**config.mk**
```make
export PLATFORM = sky130hd
export DESIGN_NAME = alu_status_flags
export DESIGN_NICKNAME = d
export VERILOG_FILES = /design/src/verilog/alu_flags_pkg.sv /design/src/verilog/alu_status_flags.sv
export SDC_FILE = /design/constraint.sdc
export NUM_CORES = 1
export LEC_CHECK = 0
export BUFFER_PORTS_ARGS = -buffer_cell sky130_fd_sc_hd__buf_2
export CAP_MARGIN = 20
export CORE_MARGIN = 2
export CORE_UTILIZATION = 32
export DETAILED_ROUTE_END_ITERATION = 10
export GPL_ROUTABILITY_DRIVEN = 0
export GPL_TIMING_DRIVEN = 0
export HOLD_SLACK_MARGIN = 0.12
export PLACE_DENSITY = 0.62
export SYNTH_ARGS = -nofsm -noshare
export SYNTH_HDL_FRONTEND = slang
export SYNTH_SLANG_ARGS = --single-unit
```
**constraint.sdc**
```tcl
create_clock -name pclk -period 3.6 [get_ports pclk]
set_clock_uncertainty 0.1 [all_clocks]
set_input_delay 0.18 -clock pclk [delete_from_list [all_inputs] [get_ports pclk]]
set_output_delay 0.18 -clock pclk [all_outputs]
set_load 0.01 [all_outputs]
```
**src/verilog/alu_flags_pkg.sv**
```systemverilog
// Package: constants, operation codes and carriers for the ALU flag block
`default_nettype none
package alu_flags_pkg;
	// ==========================================================
	// Register map and field layout
	localparam logic [31:0] FLAGS_REG_OFFSET = 32'h0000_0000;
	localparam int NEG_BIT = 4;
	localparam int OVF_BIT = 3;
	localparam int ZERO_BIT = 2;
	localparam int NIB_BIT = 1;
	localparam int CARRY_BIT = 0;
	localparam int FLAG_TOP = 4;
	localparam int SIGN_BIT = 7;
	localparam logic [2:0] UPPER_ZERO = 3'h0;
	localparam logic [4:0] FLAGS_RESET = 5'h00;
	localparam logic [7:0] BYTE_ZERO = 8'h00;
	localparam logic [31:0] WORD_ZERO = 32'h0000_0000;

	// ==========================================================
	// Operations issued by the execute stage
	typedef enum logic [3:0] {
		OP_ADD,
		OP_SUB,
		OP_AND,
		OP_OR,
		OP_XOR,
		OP_ROT_LEFT,
		OP_ROT_RIGHT,
		OP_CLEAR,
		OP_BIT_CLEAR,
		OP_BIT_SET,
		OP_NIBBLE_SWAP,
		OP_FILE_MOVE,
		OP_WREG_MOVE
	} alu_op_type;

	// One instruction in its execute cycle
	typedef struct packed {
		logic valid;
		alu_op_type op;
		logic [7:0] operand_a;
		logic [7:0] operand_b;
		logic src_is_flags;
		logic dest_is_flags;
	} exec_req_type;

	// Outcome handed back to the core
	typedef struct packed {
		logic valid;
		logic write_result;
		logic [7:0] result;
	} exec_rsp_type;
endpackage
`default_nettype wire

```
**src/verilog/alu_status_flags.sv**
```systemverilog
// Module: status-flag generation and flags register of an 8-bit ALU
// Notes on behaviour
// RULE1: Flag-affecting instruction targeting flags register drops result, updates flags only.
// RULE2: Clear of flags register sets zero flag only, others kept, top bits zero.
// RULE3: Bits 7 to 5 read zero and ignore writes.
// RULE4: Negative flag copies result bit 7.
// RULE5: Overflow flag set on signed overflow into bit 7, else cleared.
// RULE6: Zero flag set when arithmetic or logic result is zero.
// RULE7: Add and subtract set nibble carry from carry out of bit 3.
// RULE8: Add and subtract set carry from carry out of bit 7.
// RULE9: Subtract adds two's complement; carries mean not-borrow.
// RULE10: Rotates load carry with bit shifted out of the source.
// RULE11: Bit clear, bit set, swap and moves leave all five flags alone.
// RULE12: Flags register works as source or destination of any instruction.
// RULE13: Unaffected flags hold; affected flags update at end of execute cycle.
//
// The register addresses and the APB interface to the registers were chosen for this implementation.
`timescale 1ns/1ps
`default_nettype none
module alu_status_flags
	import alu_flags_pkg::*;
(
	input wire logic pclk,
	input wire logic presetn,
	input wire logic psel,
	input wire logic penable,
	input wire logic pwrite,
	input wire logic [31:0] paddr,
	input wire logic [31:0] pwdata,
	input wire logic [3:0] pstrb,
	output logic [31:0] prdata,
	output logic pready,
	output logic pslverr,
	input wire exec_req_type exec_req,
	output exec_rsp_type exec_rsp,
	output logic [7:0] flags_out
);
	// ==========================================================
	// State
	logic [4:0] flags_q, flags_d;
	exec_rsp_type rsp_q, rsp_d;
	logic [31:0] prdata_q, prdata_d;
	logic pready_q, pslverr_q, pslverr_d;

	// ==========================================================
	// Operand selection and arithmetic
	wire [7:0] flags_byte = {UPPER_ZERO, flags_q}; // RULE3
	wire [7:0] op_a = exec_req.src_is_flags ? flags_byte : exec_req.operand_a; // RULE12
	wire [7:0] op_b = exec_req.operand_b;
	wire is_sub = exec_req.op == OP_SUB;
	wire [7:0] b_eff = is_sub ? ~op_b : op_b; // RULE9
	wire carry_in = is_sub;
	wire [8:0] sum9 = {1'b0, op_a} + {1'b0, b_eff} + {8'h00, carry_in}; // RULE8
	wire [4:0] nib5 = {1'b0, op_a[3:0]} + {1'b0, b_eff[3:0]} + {4'h0, carry_in}; // RULE7
	wire sum_ovf = (op_a[SIGN_BIT] == b_eff[SIGN_BIT])
		&& (sum9[SIGN_BIT] != op_a[SIGN_BIT]); // RULE5
	wire old_carry = flags_q[CARRY_BIT];
	wire [7:0] bit_mask = 8'h01 << op_b[2:0];

	// ==========================================================
	// Result and flag update per operation
	logic [7:0] res;
	logic [4:0] fl;
	logic affects;
	always_comb begin
		res = op_a;
		fl = flags_q; // RULE13
		affects = 1'b1;
		case (exec_req.op)
			OP_ADD, OP_SUB: begin
				res = sum9[7:0];
				fl[CARRY_BIT] = sum9[8]; // RULE8
				fl[NIB_BIT] = nib5[4]; // RULE7
				fl[OVF_BIT] = sum_ovf; // RULE5
			end
			OP_AND: res = op_a & op_b;
			OP_OR: res = op_a | op_b;
			OP_XOR: res = op_a ^ op_b;
			OP_ROT_LEFT: begin
				res = {op_a[6:0], old_carry};
				fl[CARRY_BIT] = op_a[SIGN_BIT]; // RULE10
			end
			OP_ROT_RIGHT: begin
				res = {old_carry, op_a[7:1]};
				fl[CARRY_BIT] = op_a[0]; // RULE10
			end
			OP_CLEAR: res = BYTE_ZERO;
			OP_BIT_CLEAR: begin
				res = op_a & ~bit_mask;
				affects = 1'b0; // RULE11
			end
			OP_BIT_SET: begin
				res = op_a | bit_mask;
				affects = 1'b0; // RULE11
			end
			OP_NIBBLE_SWAP: begin
				res = {op_a[3:0], op_a[7:4]};
				affects = 1'b0; // RULE11
			end
			OP_FILE_MOVE, OP_WREG_MOVE: begin
				res = op_a;
				affects = 1'b0; // RULE11
			end
			default: affects = 1'b0;
		endcase
		if (affects) begin
			fl[ZERO_BIT] = (res == BYTE_ZERO); // RULE6
			if (exec_req.op != OP_CLEAR) begin // RULE2
				fl[NEG_BIT] = res[SIGN_BIT]; // RULE4
			end
		end
	end

	// ==========================================================
	// APB decode
	wire apb_access = psel && penable && !pready_q;
	wire addr_hit = paddr == FLAGS_REG_OFFSET;
	wire apb_wr = psel && penable && pready_q && pwrite && addr_hit && pstrb[0];
	wire exec_go = exec_req.valid;
	wire exec_to_flags = exec_go && exec_req.dest_is_flags;

	// ==========================================================
	// Next-state selection (execute stage wins over a bus write)
	always_comb begin
		flags_d = flags_q;
		if (exec_go && affects) begin
			flags_d = fl; // RULE1
		end else if (exec_to_flags) begin
			flags_d = res[FLAG_TOP:0]; // RULE12
		end else if (apb_wr) begin
			flags_d = pwdata[FLAG_TOP:0]; // RULE3
		end
		rsp_d.valid = exec_go;
		rsp_d.write_result = exec_go && !exec_req.dest_is_flags; // RULE1
		rsp_d.result = exec_go ? res : rsp_q.result;
		prdata_d = WORD_ZERO;
		pslverr_d = 1'b0;
		if (apb_access && !addr_hit) begin
			pslverr_d = 1'b1;
		end else if (apb_access && !pwrite) begin
			prdata_d = {24'h000000, flags_byte}; // RULE3
		end
	end

	// ==========================================================
	// Registers
	always_ff @(posedge pclk or negedge presetn) begin
		if (!presetn) begin
			flags_q <= FLAGS_RESET;
			rsp_q <= '0;
			prdata_q <= WORD_ZERO;
			pready_q <= 1'b0;
			pslverr_q <= 1'b0;
		end else begin
			flags_q <= flags_d; // RULE13
			rsp_q <= rsp_d;
			prdata_q <= prdata_d;
			pready_q <= apb_access;
			pslverr_q <= pslverr_d;
		end
	end

	assign prdata = prdata_q;
	assign pready = pready_q;
	assign pslverr = pslverr_q;
	assign exec_rsp = rsp_q;
	assign flags_out = {UPPER_ZERO, flags_q}; // RULE3

	// ==========================================================
	// Checks
	wire plain_go = exec_go && !exec_req.dest_is_flags;
	wire [8:0] ref_add = {1'b0, op_a} + {1'b0, op_b};
	wire [4:0] ref_nib = {1'b0, op_a[3:0]} + {1'b0, op_b[3:0]};
	wire ref_no_borrow = op_a >= op_b;
	wire ref_ovf = (op_a[7] == op_b[7]) && (ref_add[7] != op_a[7]);
	wire [7:0] ref_diff = op_a - op_b;
	wire ref_sub_ovf = (op_a[7] != op_b[7]) && (ref_diff[7] != op_a[7]);
	wire ref_nib_no_borrow = op_a[3:0] >= op_b[3:0];

	property p_flags_dest_discard;
		@(posedge pclk) disable iff (!presetn)
		(exec_go && affects && exec_req.dest_is_flags)
		|=> (!rsp_q.write_result && rsp_q.valid && flags_q == $past(fl));
	endproperty
	a_flags_dest_discard: assert property (p_flags_dest_discard) // RULE1
		else $error("flags destination did not discard result");

	property p_clear_flags;
		@(posedge pclk) disable iff (!presetn)
		(exec_go && exec_req.op == OP_CLEAR && exec_req.dest_is_flags)
		|=> (flags_out == {3'h0, $past(flags_q[4:3]), 1'b1, $past(flags_q[1:0])});
	endproperty
	a_clear_flags: assert property (p_clear_flags) // RULE2
		else $error("clear of flags register gave wrong pattern");

	property p_upper_zero;
		@(posedge pclk) disable iff (!presetn)
		pready_q && !pslverr_q |-> (flags_out[7:5] == 3'h0 && prdata_q[31:5] == 27'h0);
	endproperty
	a_upper_zero: assert property (p_upper_zero) // RULE3
		else $error("unimplemented bits not zero");

	property p_negative;
		@(posedge pclk) disable iff (!presetn)
		(plain_go && affects && exec_req.op != OP_CLEAR)
		|=> flags_q[NEG_BIT] == rsp_q.result[7];
	endproperty
	a_negative: assert property (p_negative) // RULE4
		else $error("negative flag does not match result sign");

	property p_overflow;
		@(posedge pclk) disable iff (!presetn)
		(plain_go && exec_req.op == OP_ADD) |=> flags_q[OVF_BIT] == $past(ref_ovf);
	endproperty
	a_overflow: assert property (p_overflow) // RULE5
		else $error("overflow flag wrong after add");

	property p_zero;
		@(posedge pclk) disable iff (!presetn)
		(plain_go && affects) |=> flags_q[ZERO_BIT] == (rsp_q.result == 8'h00);
	endproperty
	a_zero: assert property (p_zero) // RULE6
		else $error("zero flag does not match result");

	property p_nibble_add;
		@(posedge pclk) disable iff (!presetn)
		(plain_go && exec_req.op == OP_ADD) |=> flags_q[NIB_BIT] == $past(ref_nib[4]);
	endproperty
	a_nibble_add: assert property (p_nibble_add) // RULE7
		else $error("nibble carry wrong after add");

	property p_carry_add;
		@(posedge pclk) disable iff (!presetn)
		(plain_go && exec_req.op == OP_ADD) |=> flags_q[CARRY_BIT] == $past(ref_add[8]);
	endproperty
	a_carry_add: assert property (p_carry_add) // RULE8
		else $error("carry wrong after add");

	property p_borrow_sub;
		@(posedge pclk) disable iff (!presetn)
		(plain_go && exec_req.op == OP_SUB)
		|=> (flags_q[CARRY_BIT] == $past(ref_no_borrow)
			&& rsp_q.result == $past(op_a) - $past(op_b));
	endproperty
	a_borrow_sub: assert property (p_borrow_sub) // RULE9
		else $error("subtract carry is not the inverted borrow");

	property p_rotate;
		@(posedge pclk) disable iff (!presetn)
		(plain_go && exec_req.op == OP_ROT_RIGHT) |=> flags_q[CARRY_BIT] == $past(op_a[0]);
	endproperty
	a_rotate: assert property (p_rotate) // RULE10
		else $error("rotate right did not load carry from bit 0");

	property p_no_flag_change;
		@(posedge pclk) disable iff (!presetn)
		(plain_go && !affects && !apb_wr) |=> $stable(flags_q);
	endproperty
	a_no_flag_change: assert property (p_no_flag_change) // RULE11
		else $error("flag-neutral instruction changed flags");

	property p_move_to_flags;
		@(posedge pclk) disable iff (!presetn)
		(exec_to_flags && !affects) |=> flags_q == $past(res[4:0]);
	endproperty
	a_move_to_flags: assert property (p_move_to_flags) // RULE12
		else $error("write of flags register as destination lost");

	property p_idle_hold;
		@(posedge pclk) disable iff (!presetn)
		(!exec_go && !apb_wr) |=> $stable(flags_q);
	endproperty
	a_idle_hold: assert property (p_idle_hold) // RULE13
		else $error("flags changed with no instruction or write");

	property p_rotate_left;
		@(posedge pclk) disable iff (!presetn)
		(plain_go && exec_req.op == OP_ROT_LEFT)
		|=> (flags_q[CARRY_BIT] == $past(op_a[SIGN_BIT])
			&& rsp_q.result == {$past(op_a[6:0]), $past(old_carry)});
	endproperty
	a_rotate_left: assert property (p_rotate_left) // RULE10
		else $error("rotate left did not move bit 7 into carry");

	property p_nibble_sub;
		@(posedge pclk) disable iff (!presetn)
		(plain_go && exec_req.op == OP_SUB)
		|=> flags_q[NIB_BIT] == $past(ref_nib_no_borrow);
	endproperty
	a_nibble_sub: assert property (p_nibble_sub) // RULE9
		else $error("nibble carry is not the inverted nibble borrow");

	property p_overflow_sub;
		@(posedge pclk) disable iff (!presetn)
		(plain_go && exec_req.op == OP_SUB)
		|=> flags_q[OVF_BIT] == $past(ref_sub_ovf);
	endproperty
	a_overflow_sub: assert property (p_overflow_sub) // RULE5
		else $error("overflow flag wrong after subtract");

	property p_logic_keep;
		@(posedge pclk) disable iff (!presetn)
		(plain_go && (exec_req.op == OP_AND || exec_req.op == OP_OR
			|| exec_req.op == OP_XOR))
		|=> ($stable(flags_q[OVF_BIT]) && $stable(flags_q[NIB_BIT])
			&& $stable(flags_q[CARRY_BIT]));
	endproperty
	a_logic_keep: assert property (p_logic_keep) // RULE13
		else $error("logic operation changed carry or overflow");

	property p_clear_plain;
		@(posedge pclk) disable iff (!presetn)
		(plain_go && exec_req.op == OP_CLEAR)
		|=> (flags_q == {$past(flags_q[4:3]), 1'b1, $past(flags_q[1:0])}
			&& rsp_q.result == BYTE_ZERO && rsp_q.write_result);
	endproperty
	a_clear_plain: assert property (p_clear_plain) // RULE2
		else $error("clear changed a flag other than zero");

	property p_bus_write;
		@(posedge pclk) disable iff (!presetn)
		(apb_wr && !exec_go) |=> flags_q == $past(pwdata[FLAG_TOP:0]);
	endproperty
	a_bus_write: assert property (p_bus_write) // RULE3
		else $error("bus write did not reach the low five flag bits");

	property p_bad_address;
		@(posedge pclk) disable iff (!presetn)
		(apb_access && !addr_hit)
		|=> (pready_q && pslverr_q && prdata_q == WORD_ZERO);
	endproperty
	a_bad_address: assert property (p_bad_address) // register address chosen for this implementation, not a rule
		else $error("access outside the flags register not refused");

	property p_read_data;
		@(posedge pclk) disable iff (!presetn)
		(apb_access && addr_hit && !pwrite)
		|=> (pready_q && !pslverr_q && prdata_q[7:0] == $past(flags_byte));
	endproperty
	a_read_data: assert property (p_read_data) // APB read interface chosen for this implementation, not a rule
		else $error("read of flags register returned wrong data");

	property p_ready_pulse;
		@(posedge pclk) disable iff (!presetn)
		pready_q |=> !pready_q;
	endproperty
	a_ready_pulse: assert property (p_ready_pulse) // APB ready timing chosen for this implementation, not a rule
		else $error("bus ready held for more than one cycle");

	property p_response;
		@(posedge pclk) disable iff (!presetn)
		exec_go |=> (rsp_q.valid
			&& rsp_q.write_result == !$past(exec_req.dest_is_flags));
	endproperty
	a_response: assert property (p_response) // RULE1
		else $error("response valid or write enable wrong");
endmodule // alu_status_flags
`default_nettype wire
```
* Word level (Yosys, flattened, before mapping)
Index checks and enable logic that the tools add are counted.
** Word-level totals
- Register bits :: 49
- Bits of input ports :: 96
- Output and inout port bits :: 52
- Word-level logic and storage cells :: 81
** Operators by class
- Add/sub/neg operators :: 4
- Eq/ne operators :: 17
- Shift-type cells :: 1
- Mux-type cells :: 16
- Bitwise operators :: 7
- Reduce and logical (&&, ||, !) cells :: 26
** Operators by type and width (count)
- 8-bit one-hot mux with 10 select lines :: 1
- 32-bit logical NOT :: 1
- 5-bit two-way mux :: 5
- 8-bit bitwise AND :: 2
- 4-bit by 3-bit equality test with 1-bit output, second input constant :: 4
- 8-bit two-way mux :: 2
- 8-bit inverter :: 2
- 8-bit bitwise OR :: 2
- 4-bit equality test, second input constant :: 3
- 1-bit logical AND :: 12
- 8-bit by 8-bit adder with 9-bit output :: 1
- 9-bit by 1-bit adder with 9-bit output :: 1
- 4-bit by 2-bit equality test with 1-bit output, second input constant :: 2
- 8-bit logical NOT :: 1
- 8-bit OR reduction :: 1
- 1-bit by 3-bit left shift with 8-bit output, first input constant :: 1
- 8-bit bitwise XOR :: 1
- 1-bit two-way mux :: 7
- 2-bit AND reduction :: 3
- 4-bit by 4-bit adder with 5-bit output :: 1
- 5-bit by 1-bit adder with 5-bit output :: 1
- 4-bit by 1-bit equality test with 1-bit output, second input constant :: 1
- 1-bit logical NOT :: 4
- 4-bit logical NOT :: 1
- 10 further kinds :: 11

* Logic depth before layout (Yosys ltp)
Gate-level depths: netlist of the first run.
- Depth after elaboration :: 8
- Gate-level depth with buffers :: 12
- Gate-level depth less buffers :: 11

* Worst setup path after synthesis of the first run
Ideal clock, no wire load.
- Path kind :: register -> register
- From :: register flags_q[2]
- To :: register flags_q[2]
- Setup time :: 92 ps
- Data arrival time :: 2635 ps
- Required time :: 3408 ps
- Slack :: 773 ps
- Stages on the path, launching flop included :: 11
- Path buffers :: 0
- Clock period less this slack :: 2827 ps
- Cells stage by stage :: dfrtp_1 mux2i_1 inv_1 ha_1 and2_1 a221o_1 xor2_1 a211o_1 nor3_2 nand4b_1 o31ai_2
** Between the ends
- Cells in the longest elaborated chain, start to end :: 7
- Elaborated cells on any way between the ends :: 13
- Classes of those cells :: 2 x add/sub; 5 x mux; 5 x bitwise; 1 x reduce/logical
** Ends and longest elaborated chain
- from (decl) :: RTL line alu_status_flags.sv:40 : logic [4:0] flags_q, flags_d;
- from (signal assigned) :: RTL line alu_status_flags.sv:155 : flags_q <= flags_d;
- 8-bit two-way mux (*) :: RTL line alu_status_flags.sv:48 : wire [7:0] op_a = exec_req.src_is_flags ? flags_byte : exec_req.operand_a;
- 8-bit by 8-bit adder with 9-bit output :: RTL line alu_status_flags.sv:53 : wire [8:0] sum9 = {1'b0, op_a} + {1'b0, b_eff} + {8'h00, carry_in};
- 9-bit by 1-bit adder with 9-bit output :: RTL line alu_status_flags.sv:53
- 8-bit one-hot mux with 10 select lines (*) :: RTL line alu_status_flags.sv:69 : case (exec_req.op)
- 8-bit logical NOT :: RTL line alu_status_flags.sv:107 : fl[ZERO_BIT] = (res == BYTE_ZERO);
- 1-bit two-way mux :: RTL line alu_status_flags.sv:106 : if (affects) begin
- 5-bit two-way mux (*) :: RTL line alu_status_flags.sv:126 : if (exec_go && affects) begin
Mark *: on every way between the ends. The rest lies on a longest branch, timed or not. The select of a mux whose other input is x is not followed.
A chain may end at the register's enable or synchronous reset.

* Final worst setup path of the first run
Same ends and word-level chain as after synthesis.

==> run_results.csv, run 1 <==
group,metric,value,unit
worst_hold_path,hold_path_depth,5,
global_routing,grt_pass1_wl,14100,um
pwr,pwr-share-clk,0.180,
synth,synth_ff_type,"dfrtp_1",
detailed_routing,detail-route-antenna-nets,0,
cts,cts_buffer_depth,2,
worst_hold_path,worstHoldEndpoint,"flags_q[2]",
synth,synth.top_cell.area_share,0.204,
timing,setup_violations,0,
critical_path,start_kind,"flop",
pwr,comb_power_share,0.505,
detailed_routing,wl_per_cell,15.9,um
floorplan,fp.dieH,95.8,um
global_routing,grt_antenna_before_repair,0,
global_routing,grt_start_max_net_pins,23,
run,maxCapViolCount,0,
cts,cts_made_buffers,3,
worst_hold_path,hold_path.class,"primary input to flop",
detailed_routing,routed.top_layer,"met4",
final_layout,syn2layout_area_growth,29.3,%
pwr,p_leak,1.67,nW
synth,syn_area,2700,um^2
timing,rsz0062_at_grt,"no",
synth,synth_edf_count,0,
final_layout,finish.utilization,0.426,
synth,yosys-top-cells-count,"buf_4, nand2_1, dfrtp_1",
floorplan,fp-row-count,33,
critical_path,slowest_stage,"mux2i_1",
synth,seq_area_frac_synth,0.204,
timing,fmax,0.295,GHz
detailed_routing,num_vias,3104,
timing,slew_viol_final,0,
critical_path,r2r_slack,0.21,ns
pwr,peakVddDrop,0.000163,V
worst_hold_path,min_from,"pwdata[2]",
placement,placed_cell_area,3370,um^2
cts,htreeDepth,1,
cts,numClockSinks,22,
placement,io_buffers,86,
cts,clk_latency,0.25,ns
critical_path,critPathMaxFanout,5,
detailed_routing,drcViolationCount,0,
critical_path,path_buf_inv,1,
detailed_routing,drt-pass1-iter-count,7,
pwr,seqPwrFrac,0.316,
synth,synth_cell_types,63,
detailed_routing,routedLengthMet1,3840,um
timing,worstMarginPinSlew,0.657,ns
final_layout,finalNetCount,578,
outcome,outcome,"completed",
synth,yosysWarnings,0,
synth,yosysMostFrequentCell,"buf_4",
detailed_routing,drt-total-wl,9210,um
critical_path,crit_required,3.67,ns
synth,postSynthCellCount,347,
pwr,internal_power,582,uW
timing,finalCriticalPeriod,3.39,ns
critical_path,cpPeakStageDelay,0.48,ns
synth,async_flop_share,1.00,
floorplan,start_util,0.330,
timing,final_hold_viol_count,0,
synth,synth-seq-cells,22,
timing,setup_slack,0.212,ns
pwr,swShare,0.388,
synth,synth_area_leaders,"dfrtp_1, buf_4, nand2_1",
placement,place_hpwl,7340,um
floorplan,die_w,95.8,um
critical_path,end_kind,"flop",
synth,synth.avg_cell_area,7.77,um^2
cts,cts_tree,"yes",
global_routing,grt_pass1_vias,2849,
critical_path,crit_chain,"mux2i_1 -> inv_1 -> ha_1 -> and2_1 -> a221o_1 -> xor2_1 -> a211o_1 -> nor3_2 -> nand4b_1 -> o31ai_2",
pwr,powerDensity,273,nW/um^2
detailed_routing,dr_wl_met3,929,um
floorplan,coreArea,8180,um^2
critical_path,rr_worst_depth,10,
cts,path_clk_slew,0.08,ns
timing,post-route-period-util,0.941,
floorplan,boundaryPins,148,
timing,setup_tns,0,ns
pwr,p_switching,369,uW
critical_path,timing.rr.start,"flags_q[2]",
detailed_routing,avgViaCountPerCell,5.37,
global_routing,grt_use_total,0.194,
placement,post-place-ws,0.303,ns
timing,slew_headroom,0.556,
synth,synth_top_area_cell,"dfrtp_1",
detailed_routing,drt_iter0_drc,269,
floorplan,die_area,9170,um^2
final_layout,drive_above_1_share,0.296,
critical_path,arrival,3.46,ns
final_layout,antenna_cells,0,
cts,root_buffer,"clkbuf_8",
critical_path,crit_type,"flop to flop",
critical_path,crit_family,"compound AO/OA/AOI/OAI gates",
detailed_routing,wl_met2,4290,um
final_layout,finalInstanceArea,3490,um^2
critical_path,r2r-end,"flags_q[2]",
global_routing,gr-total-overflow,0,
-- layer usage --
| metal | vias to the layer above | global-route usage |
|---|---|---|
| li1 | 1478 | - |
| met1 | 1415 | 0.258 |
| met3 | 16 | 0.0211 |
| met4 | 0 | 0.0393 |
| met2 | 195 | 0.341 |
| met5 | - | 0 |
-- power groups by stage --
stage	combinational (mW)	sequential (mW)	clock, mW
6_report	0.480	0.300	0.171
5_1_grt	0.527	0.306	0.186
4_1_cts	0.473	0.301	0.174
3_5_place_dp	0.465	0.306	0
3_3_place_gp	0.457	0.305	0
2_1_floorplan	0.292	0.317	0
-- area by class of cell --
class | instances | area [um^2]
plain buffers | 52 | 317
clock buffers | 4 | 55.1
fillers | 863 | 4690
inverters | 10 | 37.5
multi-input cells | 292 | 1900
flip-flops and latches | 22 | 551
well taps | 105 | 131
repair buffers | 93 | 495
-- stage by stage --
step	total power [mW]	hold WS, ns	cells
floorplan	0.609	-0.216	376
global placement	0.763	0.0642	567
detailed placement	0.771	0.0661	567
CTS	0.947	0.207	577
global route	1.02	0.224	578
finish	0.951	0.223	578
-- state kept, by name, indices dropped and copies added, names as in the netlist --
name	count
pslverr	1
flags_q	5
prdata	5
exec_rsp	10
pready	1
-- worst max-delay path by stage --
| stage | startpoint | endpoint | depth (start not counted) | slack [ns] |
|---|---|---|---|---|
| 2_1_floorplan | flags_q[2] | flags_q[2] | 10 | 0.77 |
| 6_report | flags_q[2] | flags_q[2] | 10 | 0.21 |
| 3_3_place_gp | flags_q[2] | flags_q[2] | 10 | 0.30 |
| 5_1_grt | flags_q[2] | flags_q[2] | 10 | 0.09 |
| 3_5_place_dp | flags_q[2] | flags_q[2] | 10 | 0.30 |
| 4_1_cts | flags_q[2] | flags_q[2] | 10 | 0.28 |
-- worst min-delay path, delay by kind of cell --
family                 cells  cell delay (ns)
AO/OA/AOI/OAI              2             0.17
multiplexers               1             0.05
buffers and inverters      1             0.08
AND/OR/NAND/NOR            1             0.06
-- layout by cell type (no fill, tap or decap), types with 12 or more instances in the layout --
| cell type | n |
|---|---|
| buf_2 | 88 |
| buf_4 | 30 |
| conb_1 | 30 |
| nand2_1 | 28 |
| dfrtp_1 | 22 |
| o21ai_0 | 20 |
| a21oi_1 | 19 |
| clkbuf_1 | 18 |
| nor2_1 | 17 |
| nor3_1 | 12 |
-- logic make-up after synthesis --
logic type	count (synthesis)	synth area share
fa+ha+maj	8	0.0399
other cells	1	0.00139
mux	17	0.0710
xor+xnor	15	0.0487
flops	22	0.204
simple gates	128	0.265
compound gates	94	0.239
buf+inv	62	0.131
-- what timing repair did --
item | in CTS | in global routing
gates resized for setup | 0 | 0
buffers inserted | 0 | 0
hold buffers | 6 | 0
hold endpoints to repair | 26 | 0
No activity file was read; power rests on OpenSTA's default activity.
==> run 2, diff against run 1 <==
--- a/config.mk
+++ b/config.mk
@@ -5,7 +5,7 @@
 export SDC_FILE = /design/constraint.sdc
 export NUM_CORES = 1
 export LEC_CHECK = 0
-export BUFFER_PORTS_ARGS = -buffer_cell sky130_fd_sc_hd__buf_2
+export BUFFER_PORTS_ARGS = -buffer_cell sky130_fd_sc_hd__clkbuf_2
 export CAP_MARGIN = 20
 export CORE_MARGIN = 2
 export CORE_UTILIZATION = 32
==> run 2 against run 1 <==
  * Sequential power is essentially flat
  * Cell area down 0.29%
  * First-iteration DRC count rose by 6.7%
  * Final cell count fell by 0.17%
  * Setup slack got worse by 0.047 ns
  * Sequential share of layout area about the same
  * Routed wire length down 1.5%
  * Maximum frequency is 1.4% lower
  * Clock power increased by 3%
  * Total power up 0.75%
  * Highest routed layer unchanged
==> run_results.csv, run 2 (same netlist as run 1, synthesis figures left out) <==
group,metric,value,unit
floorplan,coreArea,8180,um^2
cts,root_buffer,"clkbuf_8",
worst_hold_path,hold_path.class,"primary input to flop",
global_routing,gr-total-overflow,0,
timing,setup_slack,0.165,ns
global_routing,grt_pass1_vias,2742,
critical_path,critPathMaxFanout,5,
placement,post-place-ws,0.254,ns
pwr,finalPower,958,uW
cts,cts_tree,"yes",
critical_path,arrival,3.52,ns
critical_path,crit_type,"flop to flop",
cts,clk_latency,0.26,ns
detailed_routing,wl_per_cell,15.7,um
cts,post_cts_buffers,0,
final_layout,final_cell_mix,"clkbuf_2, buf_4, conb_1",
timing,rsz0062_at_grt,"no",
timing,fmax,0.291,GHz
global_routing,met1_usage,0.247,
critical_path,start_kind,"flop",
floorplan,fp-row-count,33,
final_layout,largest_reg_flops,10,
floorplan,boundaryPins,148,
pwr,peakVddDrop,0.000124,V
timing,slew_viol_final,0,
detailed_routing,drt_iter0_drc,287,
cts,cts_hold_buf,5,
critical_path,crit_family,"compound AO/OA/AOI/OAI gates",
critical_path,cpPeakStageDelay,0.49,ns
placement,dp_cells,567,
run,maxCapViolCount,0,
critical_path,end_kind,"flop",
global_routing,busiest_layer,"met2",
placement,placed_cell_area,3370,um^2
timing,final_hold_viol_count,0,
global_routing,grt_use_total,0.188,
final_layout,finalNetCount,577,
final_layout,syn2layout_area_growth,29.0,%
critical_path,crit_required,3.68,ns
final_layout,antenna_cells,0,
final_layout,finalInstanceArea,3480,um^2
detailed_routing,avgViaCountPerCell,5.31,
timing,setup_tns,0,ns
floorplan,die_area,9170,um^2
global_routing,grt_antenna_before_repair,0,
global_routing,grt_pass1_wl,13600,um
cts,path_clk_slew,0.08,ns
critical_path,path_buf_inv,1,
global_routing,met2_usage,0.329,
cts,cts_made_buffers,3,
pwr,p_leak,1.67,nW
cts,postCtsResizedCells,0,
global_routing,grt_start_max_net_pins,23,
placement,place_hpwl,7330,um
cts,cts_buffer_depth,2,
critical_path,rr_worst_depth,10,
final_layout,final_common_cell,"clkbuf_2",
timing,post-route-period-util,0.954,
detailed_routing,drcViolationCount,0,
final_layout,drive_above_1_share,0.297,
detailed_routing,detail-route-antenna-nets,0,
final_layout,ff_latch_area,551,um^2
final_layout,final_cell_count_no_fill,577,
pwr,powerDensity,276,nW/um^2
cts,htreeDepth,1,
global_routing,met3_usage,0.0243,
outcome,outcome,"completed",
timing,finalCriticalPeriod,3.43,ns
detailed_routing,num_vias,3062,
timing,setup_violations,0,
timing,worstMarginPinSlew,0.718,ns
timing,slew_headroom,0.517,
floorplan,start_util,0.330,
final_layout,num-fill-cells,838,
final_layout,multi_input_area,1900,um^2
critical_path,crit_chain,"mux2i_1 -> inv_1 -> ha_1 -> and2_1 -> a221o_1 -> xor2_1 -> a211o_1 -> nor3_2 -> nand4b_1 -> o31ai_2",
worst_hold_path,hold_path_depth,3,
placement,io_buffers,86,
floorplan,die_w,95.8,um
critical_path,cp.depth,10,
floorplan,fp.dieH,95.8,um
detailed_routing,drt-pass1-iter-count,5,
critical_path,slowest_stage,"mux2i_1",
cts,numClockSinks,22,
detailed_routing,drt-total-wl,9070,um
[run 2: changes by cell type in the layout (fill, tap and decap cells not counted), sizes merged]
cell and change:
buf -86, clkbuf +86, dlygate4sd3 -1
[run 2: where the power goes]
group	total (mW)	leakage, nW	switching (mW)	internal [mW]
sequential	0.302	0.275	0.0237	0.278
combinational	0.480	1.37	0.274	0.206
clock	0.176	0.0288	0.0786	0.0975
total	0.958	1.67	0.376	0.582
[run 2: area by class of cell]
cell class / instances / area share
Buffer: 52 / 0.0911
Inverter: 10 / 0.0108
Multi-Input combinational cell: 292 / 0.546
Sequential cell: 22 / 0.158
Timing Repair Buffer: 92 / 0.140
Clock buffer: 4 / 0.0158
Tap cell: 105 / 0.0378
[run 2: final timing paths]
kind / from / slack (ns) / end
max: flags_q[2] / 0.17 / flags_q[2]
min: pwdata[4] / 0.18 / flags_q[4]
max reg2reg: flags_q[2] / 0.17 / flags_q[2]
min reg2reg: pready / 0.40 / pslverr
max in group asynchronous: presetn / 2.71 / prdata[4]
min in group asynchronous: presetn / 0.32 / exec_rsp[9]
[run 2: worst reg2reg max path, stage by stage (launching register included)]
cell	delay [ns]
dfrtp_1	0.41
mux2i_1	0.49
inv_1	0.25
ha_1	0.41
and2_1	0.15
a221o_1	0.37
xor2_1	0.17
a211o_1	0.40
nor3_2	0.21
nand4b_1	0.14
o31ai_2	0.23
[run 2: metal layers]
metal	up-vias	share of wire	routed length, um
met1	1363	0.41	3710
li1	1472	-	-
met4	0	0.011	97
met2	211	0.47	4230
met5	-	0	0
met3	16	0.11	1030
[run 2: per-stage QoR]
step	utilization	hold WS, ns
after floorplan	-	-0.216
after global placement	0.412	0.0818
after detailed placement	0.412	0.0907
after CTS	0.425	0.178
after global routing	0.425	0.235
final	0.425	0.182
==> run 3, diff against run 2 <==
--- a/config.mk
+++ b/config.mk
@@ -5,6 +5,7 @@
 export SDC_FILE = /design/constraint.sdc
 export NUM_CORES = 1
 export LEC_CHECK = 0
+export ABC_AREA = 1
 export BUFFER_PORTS_ARGS = -buffer_cell sky130_fd_sc_hd__clkbuf_2
 export CAP_MARGIN = 20
 export CORE_MARGIN = 2
==> run 3 against run 2 <==
  * Combinational power fell by 10%
  * Total power fell by 5.7%
  * Maximum frequency rose by 20%
  * Global-route usage rose by 0.47 points
  * First-iteration DRC count fell by 10%
  * Synthesized area fell by 0.97%
  * Sequential share of layout area rose by 0.19 points
  * Non-clock buffer count fell by 20
  * Clock power barely moved
  * Die area fell by 0.93%
  * Critical path depth rose by 4
  * Core utilization fell by 0.29 points
  * Critical endpoint unchanged
==> run_results.csv, run 3 <==
group,metric,value,unit
final_layout,final_cell_count_no_fill,686,
outcome,outcome,"completed",
detailed_routing,drt_iter0_drc,257,
synth,synth-seq-cells,22,
timing,setup_tns,0,ns
final_layout,finish.utilization,0.422,
placement,place_hpwl,7310,um
timing,setup_violations,0,
synth,synth.top_cell.area_share,0.206,
placement,dp_cells,677,
floorplan,fp.dieH,95.3,um
synth,yosysMostFrequentCell,"nand2_1",
global_routing,gr-total-overflow,0,
cts,htreeDepth,1,
global_routing,grt_use_total,0.192,
final_layout,finalNetCount,686,
critical_path,end_kind,"flop",
final_layout,drive_above_1_share,0.231,
pwr,internal_power,535,uW
synth,synth_ff_type,"dfrtp_1",
critical_path,crit_type,"primary input to flop",
timing,post-route-period-util,0.798,
pwr,finalPower,903,uW
detailed_routing,num_vias,3296,
synth,synth_area_leaders,"dfrtp_1, nand2_1, nor2_1",
pwr,p_switching,368,uW
detailed_routing,routedLengthMet1,3820,um
synth,synth_edf_count,0,
global_routing,grt_pass1_wl,14000,um
synth,yosysWarnings,0,
floorplan,die_area,9090,um^2
cts,clk_latency,0.26,ns
floorplan,start_util,0.328,
timing,slew_headroom,0.532,
pwr,peakVddDrop,0.000112,V
detailed_routing,drt-total-wl,8780,um
final_layout,largest_reg_flops,10,
critical_path,start_kind,"primary input",
timing,rsz0062_at_grt,"no",
global_routing,grt_antenna_before_repair,0,
worst_hold_path,hold_path.class,"primary input to flop",
detailed_routing,drcViolationCount,0,
floorplan,coreArea,8130,um^2
floorplan,boundaryPins,148,
timing,fmax,0.348,GHz
detailed_routing,wl_met2,4000,um
synth,postSynthCellCount,459,
final_layout,antenna_cells,0,
detailed_routing,wl_per_cell,12.8,um
timing,hold_ws,0.172,ns
pwr,p_leak,1.92,nW
timing,slew_viol_final,0,
detailed_routing,detail-route-antenna-nets,0,
pwr,powerDensity,263,nW/um^2
synth,seq_area_frac_synth,0.206,
detailed_routing,routed.top_layer,"met4",
cts,post_cts_buffers,0,
critical_path,rr_worst_depth,14,
critical_path,critPathMaxFanout,7,
final_layout,final_common_cell,"nand2_1",
timing,final_hold_viol_count,0,
cts,cts_made_buffers,3,
synth,synth_top_area_cell,"dfrtp_1",
pwr,comb_power_share,0.478,
timing,finalCriticalPeriod,2.87,ns
cts,postCtsResizedCells,0,
pwr,seqPwrFrac,0.329,
cts,cts_tree,"yes",
synth,async_flop_share,1.00,
final_layout,num-fill-cells,892,
final_layout,syn2layout_area_growth,28.7,%
detailed_routing,avgViaCountPerCell,4.80,
critical_path,arrival,2.92,ns
final_layout,final_cell_mix,"nand2_1, clkbuf_2, nor2_1",
synth,yosys-top-cells-count,"nand2_1, nor2_1, inv_1",
global_routing,grt_pass1_vias,3028,
synth,synth_cell_types,34,
detailed_routing,dr_wl_met3,793,um
synth,synth.avg_cell_area,5.81,um^2
detailed_routing,drt-pass1-iter-count,6,
critical_path,crit_required,3.65,ns
cts,numClockSinks,22,
pwr,swShare,0.408,
cts,cts_buffer_depth,2,
timing,worstMarginPinSlew,0.699,ns
synth,syn_area,2670,um^2
floorplan,fp-row-count,33,
cts,root_buffer,"clkbuf_8",
pwr,pwr-share-clk,0.193,
run,maxCapViolCount,0,
cts,path_clk_slew,0.07,ns
floorplan,die_w,95.3,um
worst_hold_path,hold_path_depth,4,
cts,cts_hold_buf,5,
global_routing,grt_start_max_net_pins,23,
placement,io_buffers,84,
[run 3: cell count changes in the layout (fill, tap and decap cells not counted), moves of 8 or more]
cell	before	now
nand2_1	28	132
nor2_1	17	74
inv_1	10	43
nand3_1	10	33
clkbuf_1	18	1
nor2b_1	10	0
nor4_1	10	0
o21ai_0	20	30
mux2_2	9	0
nand2b_1	9	0
a22oi_1	8	0
[run 3: stage by stage]
step	instance area, um^2	setup slack [ns]
3_3_place_gp	3330	0.501
2_1_floorplan	2780	1.11
6_report	3430	0.727
5_1_grt	3430	0.527
3_5_place_dp	3330	0.486
4_1_cts	3430	0.763
[run 3: critical path, cell delays in order]
cell and delay, ns:
clkbuf_2 0.14, nor2_1 0.31, nand2_1 0.33, xor2_1 0.27, fa_1 0.48, or2_2 0.31
nand3_1 0.08, nand3_1 0.10, nor2_1 0.19, nand3_1 0.10, o21ai_1 0.16, a21oi_1 0.10
nor2_1 0.09, a21oi_1 0.07
[run 3: cells by family after synthesis]
family,share of synthesized area
AND/OR/NAND/NOR,0.416
buffers and inverters,0.159
AO/OA/AOI/OAI,0.150
flip-flops,0.206
XOR/XNOR,0.0263
adder cells (fa/ha/maj),0.0403
other,0.00141
[run 3: metal layers]
layer | vias to the layer above | global-route usage
li1 | 1672 | -
met1 | 1448 | 0.255
met2 | 156 | 0.336
met3 | 20 | 0.0142
met4 | 0 | 0.0519
met5 | - | 0
[run 3: cell type report]
class                   count  area [um^2]  share of cell area
multi-input cells         385         1800               0.525
inverters                  46          173              0.0503
clock buffers               4         55.1              0.0160
well taps                 105          131              0.0383
plain buffers              35          251              0.0732
flip-flops and latches     22          551               0.160
repair buffers             89          470               0.137
[run 3: final timing paths]
path                       slack, ns          from          end
setup / recovery                0.73  exec_req[21]   flags_q[2]
hold / removal                  0.17     pwdata[1]   flags_q[1]
setup reg to reg                0.83    flags_q[0]   flags_q[2]
hold reg to reg                 0.39   exec_rsp[0]  exec_rsp[0]
max in group asynchronous       2.73       presetn    prdata[2]
min in group asynchronous       0.32       presetn  exec_rsp[4]
[run 3: power by group through the flow]
stage / sequential, mW / combinational [mW] / clock, mW
after detailed placement: 0.302 / 0.419 / 0
after global placement: 0.301 / 0.415 / 0
after floorplan: 0.309 / 0.267 / 0
after global routing: 0.300 / 0.485 / 0.188
after CTS: 0.297 / 0.426 / 0.178
final: 0.297 / 0.432 / 0.175
